--- config.mk ---
export PLATFORM = sky130hd
export DESIGN_NAME = enp_regs
export DESIGN_NICKNAME = d
export VERILOG_FILES = /design/src/core/enp_pkg.sv /design/src/core/enp_port_word.sv /design/src/core/enp_regs.sv
export SDC_FILE = /design/constraint.sdc
export NUM_CORES = 1
export LEC_CHECK = 0
export ABC_AREA = 1
export BUFFER_PORTS_ARGS = -buffer_cell sky130_fd_sc_hd__buf_2
export CAP_MARGIN = 20
export CORE_ASPECT_RATIO = 1.2
export CORE_MARGIN = 8
export CORE_UTILIZATION = 35
export CTS_BUF_LIST = sky130_fd_sc_hd__clkbuf_8 sky130_fd_sc_hd__clkbuf_16
export DETAILED_ROUTE_END_ITERATION = 12
export GPL_TIMING_DRIVEN = 0
export SYNTH_ARGS = -nofsm -noshare
export SYNTH_HDL_FRONTEND = slang
export SYNTH_SLANG_ARGS = --single-unit
--- constraint.sdc ---
create_clock -name clock -period 4 [get_ports clock]
set_clock_uncertainty 0.15 [all_clocks]
set_input_delay 0.2 -clock clock [delete_from_list [all_inputs] [get_ports clock]]
set_output_delay 0.2 -clock clock [all_outputs]
set_load 0.01 [all_outputs]
--- src/core/enp_pkg.sv ---
// enp_pkg: constants for the per-port next-page transmit register bank
// assumes: byte-wide indirect register port, four copper ports numbered 1 to 4
package enp_pkg;
   // number of ports and their selector numbers
   localparam int NPORTS = 4;
   localparam logic [3:0] PORT_MIN = 4'h1;
   localparam logic [3:0] PORT_MAX = 4'h4;

   // direct byte addresses of the indirect scheme
   localparam logic [7:0] ADDR_SELECT = 8'h6e;
   localparam logic [7:0] ADDR_OFFSET = 8'h6f;
   localparam logic [7:0] ADDR_WINDOW = 8'ha0;

   // selector byte fields
   localparam int SEL_TABLE_HI = 7;
   localparam int SEL_TABLE_LO = 5;
   localparam int SEL_PORT_HI = 3;
   localparam logic [2:0] TABLE_EEE = 3'h1;

   // indirect offsets inside the per-port table
   localparam logic [7:0] OFF_EXP_HI = 8'h0c;
   localparam logic [7:0] OFF_EXP_LO = 8'h0d;
   localparam logic [7:0] OFF_NPT_HI = 8'h0e;
   localparam logic [7:0] OFF_NPT_LO = 8'h0f;

   // bit positions in the 16-bit transmit word
   localparam int BIT_MORE_PAGES = 15;
   localparam int BIT_RESERVED = 14;
   localparam int BIT_MESSAGE_KIND = 13;
   localparam int BIT_COMPLY_ACK = 12;
   localparam int BIT_TOGGLE = 11;
   localparam int CODE_W = 11;

   // the same fields as seen in the high byte
   localparam int HB_MORE_PAGES = 7;
   localparam int HB_MESSAGE_KIND = 5;
   localparam int HB_COMPLY_ACK = 4;
   localparam int HB_CODE_HI = 2;

   // reset values
   localparam logic RST_MORE_PAGES = 1'b0;
   localparam logic RST_MESSAGE_KIND = 1'b1;
   localparam logic RST_COMPLY_ACK = 1'b0;
   localparam logic RST_TOGGLE = 1'b0;
   localparam logic [10:0] RST_CODE = 11'h001;
   localparam logic RST_AN_ABLE = 1'b0;
   localparam logic [7:0] RST_BYTE = 8'h00;
endpackage

--- src/core/enp_port_word.sv ---
// enp_port_word: one port's next-page transmit codeword with its toggle bit
// assumes: byte strobes from the indirect decoder, page events from the
// negotiation engine on the same clock
`timescale 1ns/10ps
module enp_port_word (
   // clock and reset
   input wire logic clock,
   input wire logic nrst,
   // byte writes from the window
   input wire logic wr_hi,
   input wire logic wr_lo,
   input wire logic [7:0] wdata,
   // negotiation engine events
   input wire logic base_sent,
   input wire logic base_toggle,
   input wire logic page_sent,
   // codeword
   output logic [15:0] word
);
   logic more_pages_follow_q;
   logic message_kind_flag_q;
   logic comply_acknowledge_q;
   logic toggle_q;
   logic [enp_pkg::CODE_W-1:0] code_q;

   // high byte fields, bit 14 has no storage
   always_ff @(posedge clock or negedge nrst)
   begin
      if (!nrst)
      begin
         more_pages_follow_q <= enp_pkg::RST_MORE_PAGES;
         message_kind_flag_q <= enp_pkg::RST_MESSAGE_KIND;
         comply_acknowledge_q <= enp_pkg::RST_COMPLY_ACK;
      end
      else if (wr_hi)
      begin
         more_pages_follow_q <= wdata[enp_pkg::HB_MORE_PAGES]; // [RULE_06]
         message_kind_flag_q <= wdata[enp_pkg::HB_MESSAGE_KIND]; // [RULE_12]
         comply_acknowledge_q <= wdata[enp_pkg::HB_COMPLY_ACK]; // [RULE_07]
      end
   end

   // code field, split over both bytes
   always_ff @(posedge clock or negedge nrst)
   begin
      if (!nrst)
         code_q <= enp_pkg::RST_CODE; // [RULE_11]
      else
      begin
         if (wr_hi)
            code_q[10:8] <= wdata[enp_pkg::HB_CODE_HI:0]; // [RULE_11]
         if (wr_lo)
            code_q[7:0] <= wdata; // [RULE_11]
      end
   end

   // toggle: seeded from base page, then alternates per sent page
   always_ff @(posedge clock or negedge nrst)
   begin
      if (!nrst)
         toggle_q <= enp_pkg::RST_TOGGLE;
      else if (base_sent)
         toggle_q <= ~base_toggle; // [RULE_09]
      else if (page_sent)
         toggle_q <= ~toggle_q; // [RULE_08] [RULE_10]
   end

   assign word = {more_pages_follow_q, 1'b0, message_kind_flag_q, comply_acknowledge_q,
                  toggle_q, code_q}; // [RULE_13]
endmodule

--- src/core/enp_regs.sv ---
// enp_regs: indirect byte access to the per-port next-page transmit words
// assumes: host drives a byte register port on the core clock; negotiation
// engine events and partner status arrive on the same clock
//
// Function
// RULE_01 - expansion status bit 0 shows partner negotiation ability
// RULE_02 - host selects table 001 and port 1-4
// RULE_03 - host writes offset before using data window
// RULE_04 - window reads and writes the selected location
// RULE_05 - host programs word only when enabled; the code has no enable and takes window writes at any time
// RULE_06 - bit 15 says more pages follow
// RULE_07 - bit 12 says local device will comply
// RULE_08 - bit 11 inverts previous exchanged toggle
// RULE_09 - first page toggle inverts base bit 11
// RULE_10 - toggle reads 1 after sending 0
// RULE_11 - bits 10:0 are code field, reset 1
// RULE_12 - bit 13 marks message page, reset 1
// RULE_13 - reserved bit 14 reads 0, ignores writes
`timescale 1ns/10ps
module enp_regs (
   // clock and reset
   input wire logic clock,
   input wire logic nrst,
   // host byte register port
   input wire logic [7:0] bus_addr,
   input wire logic [7:0] bus_wdata,
   input wire logic bus_wr,
   input wire logic bus_rd,
   output logic [7:0] bus_rdata,
   output logic bus_rvalid,
   // negotiation engine, one bit per port 1..4
   input wire logic [3:0] lp_an_able,
   input wire logic [3:0] base_sent,
   input wire logic [3:0] base_toggle,
   input wire logic [3:0] page_sent,
   // transmit codewords, port 1 in bits 15:0
   output logic [63:0] tx_words
);
   logic [7:0] select_q;
   logic [7:0] offset_q;
   logic [3:0] an_able_q;
   logic [7:0] rdata_q;
   logic rvalid_q;
   logic [3:0] wr_hi;
   logic [3:0] wr_lo;
   logic [15:0] words [enp_pkg::NPORTS];
   logic [15:0] sel_word;
   logic sel_an_able;
   logic sel_valid;
   logic [1:0] sel_idx;
   logic win_wr;
   logic win_rd;
   logic [7:0] win_byte;

   // selector names table 001 and a port 1..4
   function automatic logic port_valid(input logic [7:0] sel);
      port_valid = (sel[enp_pkg::SEL_TABLE_HI:enp_pkg::SEL_TABLE_LO] == enp_pkg::TABLE_EEE)
         && (sel[enp_pkg::SEL_PORT_HI:0] >= enp_pkg::PORT_MIN)
         && (sel[enp_pkg::SEL_PORT_HI:0] <= enp_pkg::PORT_MAX);
   endfunction

   // zero-based port index from the selector
   function automatic logic [1:0] port_index(input logic [7:0] sel);
      logic [3:0] n;
      n = sel[enp_pkg::SEL_PORT_HI:0] - enp_pkg::PORT_MIN;
      port_index = n[1:0];
   endfunction

   assign sel_valid = port_valid(select_q); // [RULE_02]
   assign sel_idx = port_index(select_q);
   assign win_wr = bus_wr && (bus_addr == enp_pkg::ADDR_WINDOW);
   assign win_rd = bus_rd && (bus_addr == enp_pkg::ADDR_WINDOW);
   assign sel_word = words[sel_idx];
   assign sel_an_able = an_able_q[sel_idx];

   // selector byte
   always_ff @(posedge clock or negedge nrst)
   begin
      if (!nrst)
         select_q <= enp_pkg::RST_BYTE;
      else if (bus_wr && (bus_addr == enp_pkg::ADDR_SELECT))
         select_q <= bus_wdata;
   end

   // offset byte, used by later window accesses
   always_ff @(posedge clock or negedge nrst)
   begin
      if (!nrst)
         offset_q <= enp_pkg::RST_BYTE;
      else if (bus_wr && (bus_addr == enp_pkg::ADDR_OFFSET))
         offset_q <= bus_wdata; // [RULE_03]
   end

   // partner auto-negotiation ability, registered per port
   always_ff @(posedge clock or negedge nrst)
   begin
      if (!nrst)
         an_able_q <= {enp_pkg::NPORTS{enp_pkg::RST_AN_ABLE}};
      else
         an_able_q <= lp_an_able; // [RULE_01]
   end

   // window write strobes per port
   genvar gi;
   generate
      for (gi = 0; gi < enp_pkg::NPORTS; gi++)
      begin : g_port
         assign wr_hi[gi] = win_wr && sel_valid && (sel_idx == 2'(gi))
            && (offset_q == enp_pkg::OFF_NPT_HI); // [RULE_04]
         assign wr_lo[gi] = win_wr && sel_valid && (sel_idx == 2'(gi))
            && (offset_q == enp_pkg::OFF_NPT_LO); // [RULE_04]

         enp_port_word enp_port_word_inst (
            .clock(clock),
            .nrst(nrst),
            .wr_hi(wr_hi[gi]),
            .wr_lo(wr_lo[gi]),
            .wdata(bus_wdata),
            .base_sent(base_sent[gi]),
            .base_toggle(base_toggle[gi]),
            .page_sent(page_sent[gi]),
            .word(words[gi])
         );

         assign tx_words[gi*16 +: 16] = words[gi];
      end
   endgenerate

   // window read mux; unknown table, port or offset reads zero
   always_comb
   begin
      win_byte = enp_pkg::RST_BYTE;
      if (sel_valid)
      begin
         case (offset_q)
            enp_pkg::OFF_EXP_HI: win_byte = enp_pkg::RST_BYTE;
            enp_pkg::OFF_EXP_LO: win_byte = {7'h00, sel_an_able}; // [RULE_01]
            enp_pkg::OFF_NPT_HI: win_byte = sel_word[15:8]; // [RULE_04]
            enp_pkg::OFF_NPT_LO: win_byte = sel_word[7:0]; // [RULE_04]
            default: win_byte = enp_pkg::RST_BYTE;
         endcase
      end
   end

   // read data, one cycle after the strobe
   always_ff @(posedge clock or negedge nrst)
   begin
      if (!nrst)
         rdata_q <= enp_pkg::RST_BYTE;
      else if (bus_rd)
      begin
         case (bus_addr)
            enp_pkg::ADDR_SELECT: rdata_q <= select_q;
            enp_pkg::ADDR_OFFSET: rdata_q <= offset_q;
            enp_pkg::ADDR_WINDOW: rdata_q <= win_byte; // [RULE_04]
            default: rdata_q <= enp_pkg::RST_BYTE;
         endcase
      end
   end

   always_ff @(posedge clock or negedge nrst)
   begin
      if (!nrst)
         rvalid_q <= 1'b0;
      else
         rvalid_q <= bus_rd;
   end

   assign bus_rdata = rdata_q;
   assign bus_rvalid = rvalid_q;

   generate
      for (gi = 0; gi < enp_pkg::NPORTS; gi++)
      begin : g_chk

      end
   endgenerate
endmodule

==> metrics.txt <==
# TYPE chip_impl_metric gauge
chip_impl_metric{name="setup_viol_count_final",unit=""} 0
chip_impl_metric{name="synth-compound-area-share",unit="%"} 4.942
chip_impl_metric{name="synthesis.area",unit="um^2"} 4937
chip_impl_metric{name="num_antenna_cells",unit=""} 0
chip_impl_metric{name="post-route-min-period",unit="ps"} 3281
chip_impl_metric{name="comb_power_share",unit="%"} 14.3
chip_impl_metric{name="cp_max_fo",unit=""} 12
chip_impl_metric{name="cts_buffer_depth",unit=""} 2
chip_impl_metric{name="grt_pass1_wl",unit="mm"} 25.97
chip_impl_metric{name="max_cap_violations",unit=""} 0
chip_impl_metric{name="post_synthesis_share_of_cell_area_spent_on_and_or_nand_and_nor_gates",unit="%"} 35.17
chip_impl_metric{name="achievable-frequency",unit="MHz"} 304.8
chip_impl_info{name="cts_tree",value="done"} 1
chip_impl_metric{name="drive_gt1_share",unit="%"} 24.13
chip_impl_metric{name="clk_latency",unit="ps"} 350
chip_impl_metric{name="ports_placed_on_the_boundary",unit=""} 109
chip_impl_metric{name="initial_utilization",unit="%"} 35.73
chip_impl_metric{name="hpwl_after_detailed_placement",unit="mm"} 12.13
chip_impl_info{name="rsz0062_at_grt",value="false"} 1
chip_impl_metric{name="post-cts-setup-buffer-count",unit=""} 0
chip_impl_metric{name="finalWeightedCongestion",unit=""} 0.8378
chip_impl_metric{name="power.ir.vdd_worst",unit="uV"} 161.1
chip_impl_metric{name="nets",unit=""} 812
chip_impl_metric{name="hold_viol",unit=""} 0
chip_impl_metric{name="floorplan.die_area",unit="um^2"} 18180
chip_impl_metric{name="final.hold.worst_slack",unit="ps"} 34.62
chip_impl_metric{name="cts_buffers",unit=""} 9
chip_impl_metric{name="floorplan.rows",unit=""} 47
chip_impl_metric{name="routed-via-count",unit=""} 4679
chip_impl_metric{name="track_usage",unit="%"} 18.20
chip_impl_metric{name="instances_no_fill",unit=""} 946
chip_impl_metric{name="power.total",unit="mW"} 2.051
chip_impl_metric{name="drcViolationCount",unit=""} 0
chip_impl_metric{name="number_of_antenna_violations_at_the_first_check_in_global_routing",unit=""} 0
chip_impl_metric{name="drt-initial-drc-count",unit=""} 406
chip_impl_metric{name="final_util",unit="%"} 44.17
chip_impl_info{name="timing.critical_path.from_type",value="flip-flop"} 1
chip_impl_metric{name="seq_power_share",unit="%"} 45.9
chip_impl_metric{name="layout-area-overhead-vs-synth",unit="%"} 23.64
chip_impl_metric{name="clock-sinks",unit=""} 89
chip_impl_metric{name="setup-tns-final",unit="ps"} 0
chip_impl_metric{name="final_critical_path_setup_slack",unit="ps"} 719.3
chip_impl_metric{name="worstPathRequired",unit="ps"} 4120
chip_impl_metric{name="synth.avg_cell_area",unit="um^2"} 7.678
chip_impl_metric{name="slew_headroom",unit="%"} 48.17
chip_impl_metric{name="power-per-cell-area",unit="nW/um^2"} 336.1
chip_impl_metric{name="final_min_period_over_clock_period",unit="%"} 82.02
chip_impl_info{name="setup.worst_path.class",value="reg2reg"} 1
chip_impl_metric{name="cts.repair.resized",unit=""} 0
chip_impl_info{name="run_status",value="finished clean"} 1
chip_impl_metric{name="yosysSeqAreaShare",unit="%"} 45.31
chip_impl_metric{name="area_of_the_placeable_core",unit="um^2"} 13820
chip_impl_metric{name="multi_input_comb_area",unit="um^2"} 2202
chip_impl_info{name="cts.root.buffer_cell",value="clkbuf_16"} 1
chip_impl_metric{name="p_leak",unit="nW"} 3.372
chip_impl_metric{name="detail_route.wl_per_cell",unit="um"} 17.40
chip_impl_metric{name="netSwitchingFraction",unit="%"} 28.37
chip_impl_metric{name="viasPerCell",unit=""} 4.946
chip_impl_metric{name="dp_slack",unit="ps"} 744.9
chip_impl_metric{name="yosys.area_share.xor_xnor",unit="%"} 0.7096
chip_impl_metric{name="synth.distinct_cells",unit=""} 32
chip_impl_metric{name="pin_count_of_the_biggest_net_entering_global_routing",unit=""} 46
chip_impl_metric{name="timing_max_transition_violations_final",unit=""} 0
chip_impl_metric{name="final-seq-area",unit="um^2"} 2237
chip_impl_metric{name="ant_nets",unit=""} 0
chip_impl_metric{name="io_buffer_count",unit=""} 98
chip_impl_info{name="cp-end-kind",value="flip-flop"} 1
chip_impl_metric{name="total_placed_cells_including_tap_cells",unit=""} 916
chip_impl_metric{name="totalWireLength",unit="mm"} 16.46
chip_impl_metric{name="cp.arrival",unit="ps"} 3400
chip_impl_metric{name="internal-power",unit="mW"} 1.470
chip_impl_metric{name="horizontal_extent_of_the_die",unit="um"} 124.4
chip_impl_metric{name="clk_pin_slew",unit="ps"} 70
chip_impl_metric{name="share_clk_of_total_power",unit="%"} 39.8
chip_impl_metric{name="fillCellCount",unit=""} 1401
chip_impl_metric{name="post_synth_inst_count",unit=""} 643
chip_impl_metric{name="synth.ff_latch_count",unit=""} 89
chip_impl_metric{name="drt_pass1_iterations",unit=""} 5
chip_impl_metric{name="yosys-mux-area-fraction",unit="%"} 1.951
chip_impl_metric{name="dieHeight",unit="um"} 146.1
chip_impl_info{name="synth_top_family_by_area",value="simple AND/OR/NAND/NOR gates"} 1
chip_impl_metric{name="final_cell_area",unit="um^2"} 6105
chip_impl_metric{name="worst_pin_slew",unit="ps"} 777.4
chip_impl_metric{name="power_switching",unit="mW"} 0.5820
chip_impl_metric{name="ys.warnings.count",unit=""} 0
chip_impl_metric{name="yosys.area_share.adder",unit="%"} 1.521
chip_impl_metric{name="gr-total-overflow",unit=""} 0
chip_impl_info{name="min_path_type",value="in2reg"} 1
chip_impl_metric{name="placement.cell_area",unit="um^2"} 5683
chip_impl_metric{name="ctsHtreeMaxLevel",unit=""} 3
chip_impl_metric{name="first_global_vias",unit=""} 4523
[layout make-up]
class	count	share of cell area [%]
plain buffers	60	5.575
clock buffers	10	3.915
clock inverters	6	0.6969
inverters	45	2.767
multi-input cells	452	36.07
flip-flops and latches	89	36.65
well taps	171	3.505
repair buffers	113	10.82
[power groups by stage]
| stage | sequential, mW | combinational [mW] | clock, mW |
|---|---|---|---|
| detailed placement | 0.959 | 0.276 | 0 |
| finish | 0.942 | 0.294 | 0.816 |
| global route | 0.945 | 0.327 | 0.870 |
| floorplan | 0.957 | 0.162 | 0 |
| global placement | 0.958 | 0.271 | 0 |
| CTS | 0.942 | 0.294 | 0.824 |
[cell usage after synthesis, drive strengths merged]
cell type    n  area (um^2)
mux2         5        56.30
inv         44        165.2
o22ai        1        6.260
nand4       60        375.4
nor3         3        20.02
nor2        82        344.1
buf         42        272.8
ha           6        75.07
dfrtp       81         2027
conb         1        3.750
dfstp        8        210.2
xnor2        4        35.03
clkinv       1        3.750
o21ai       37        185.2
nand3       31        225.2
o21a         1        7.510
a21oi        9        45.04
mux2i        4        40.04
nand2      205        772.0
clkbuf      18        67.56
[flip-flops by register name, summed over array words and instances, names as in the netlist, 8 cells and up]
register / count
g_port.enp_port_word_inst.code_q: 44
bus_rdata: 8
offset_q: 8
select_q: 8
[cells by family after synthesis]
logic type,after synthesis
XOR/XNOR,4
flip-flops,89
multiplexers,9
AND/OR/NAND/NOR,381
AO/OA/AOI/OAI,48
adder cells (fa/ha/maj),6
other,1
buffers and inverters,105
[final timing paths]
check,start,cells past startpoint,slack [ps],end
max reg2reg,select_q[0]$_DFFE_PN0P_,11,720,bus_rdata[6]$_DFFE_PN0P_
min in group asynchronous,nrst,2,250,select_q[4]$_DFFE_PN0P_
max in group asynchronous,nrst,3,2750,g_port[1].enp_port_word_inst.message_kind_flag_q$_DFFE_PN1P_
max,select_q[0]$_DFFE_PN0P_,11,720,bus_rdata[6]$_DFFE_PN0P_
min,bus_wdata[6],3,30,g_port[1].enp_port_word_inst.code_q[6]$_DFFE_PN0P_
min reg2reg,g_port[2].enp_port_word_inst.code_q[0]$_DFFE_PN1P_,2,320,g_port[2].enp_port_word_inst.code_q[0]$_DFFE_PN1P_
[critical path, stage by stage, from the launching register on]
cell	delay, ps
dfrtp_1	430
buf_2	200
inv_2	120
clkbuf_1	560
ha_1	340
buf_2	170
clkinv_1	190
buf_2	290
o21ai_0	160
o22ai_1	270
nand3_1	170
a21oi_1	150
[layer usage]
metal,up-vias,track usage (%),wire length (um)
met5,-,0,0
met4,0,7.483,419
met3,26,4.020,1022
met2,165,30.69,8158
met1,2176,21.92,6864
li1,2312,-,-
[cells in the final DEF, fill, tap and decap left out, drive strengths merged]
cell         count
clkinvlp         2
nor2            82
dlygate4sd3     14
buf            141
xnor2            4
o21ai           37
dfrtp           81
nor3             3
clkbuf          28
ha               6
o21a             1
nand3           31
inv             45
conb             4
o22ai            1
nand2          205
mux2             5
mux2i            4
dfstp            8
a21oi            9
nand4           60
clkinv           4
[timing repair]
action / CTS / global route
setup endpoints to repair: 0 / 0
endpoints found under the hold margin: 50 / 0
hold buffers: 14 / 0
Power figures use the tool's default switching activity.
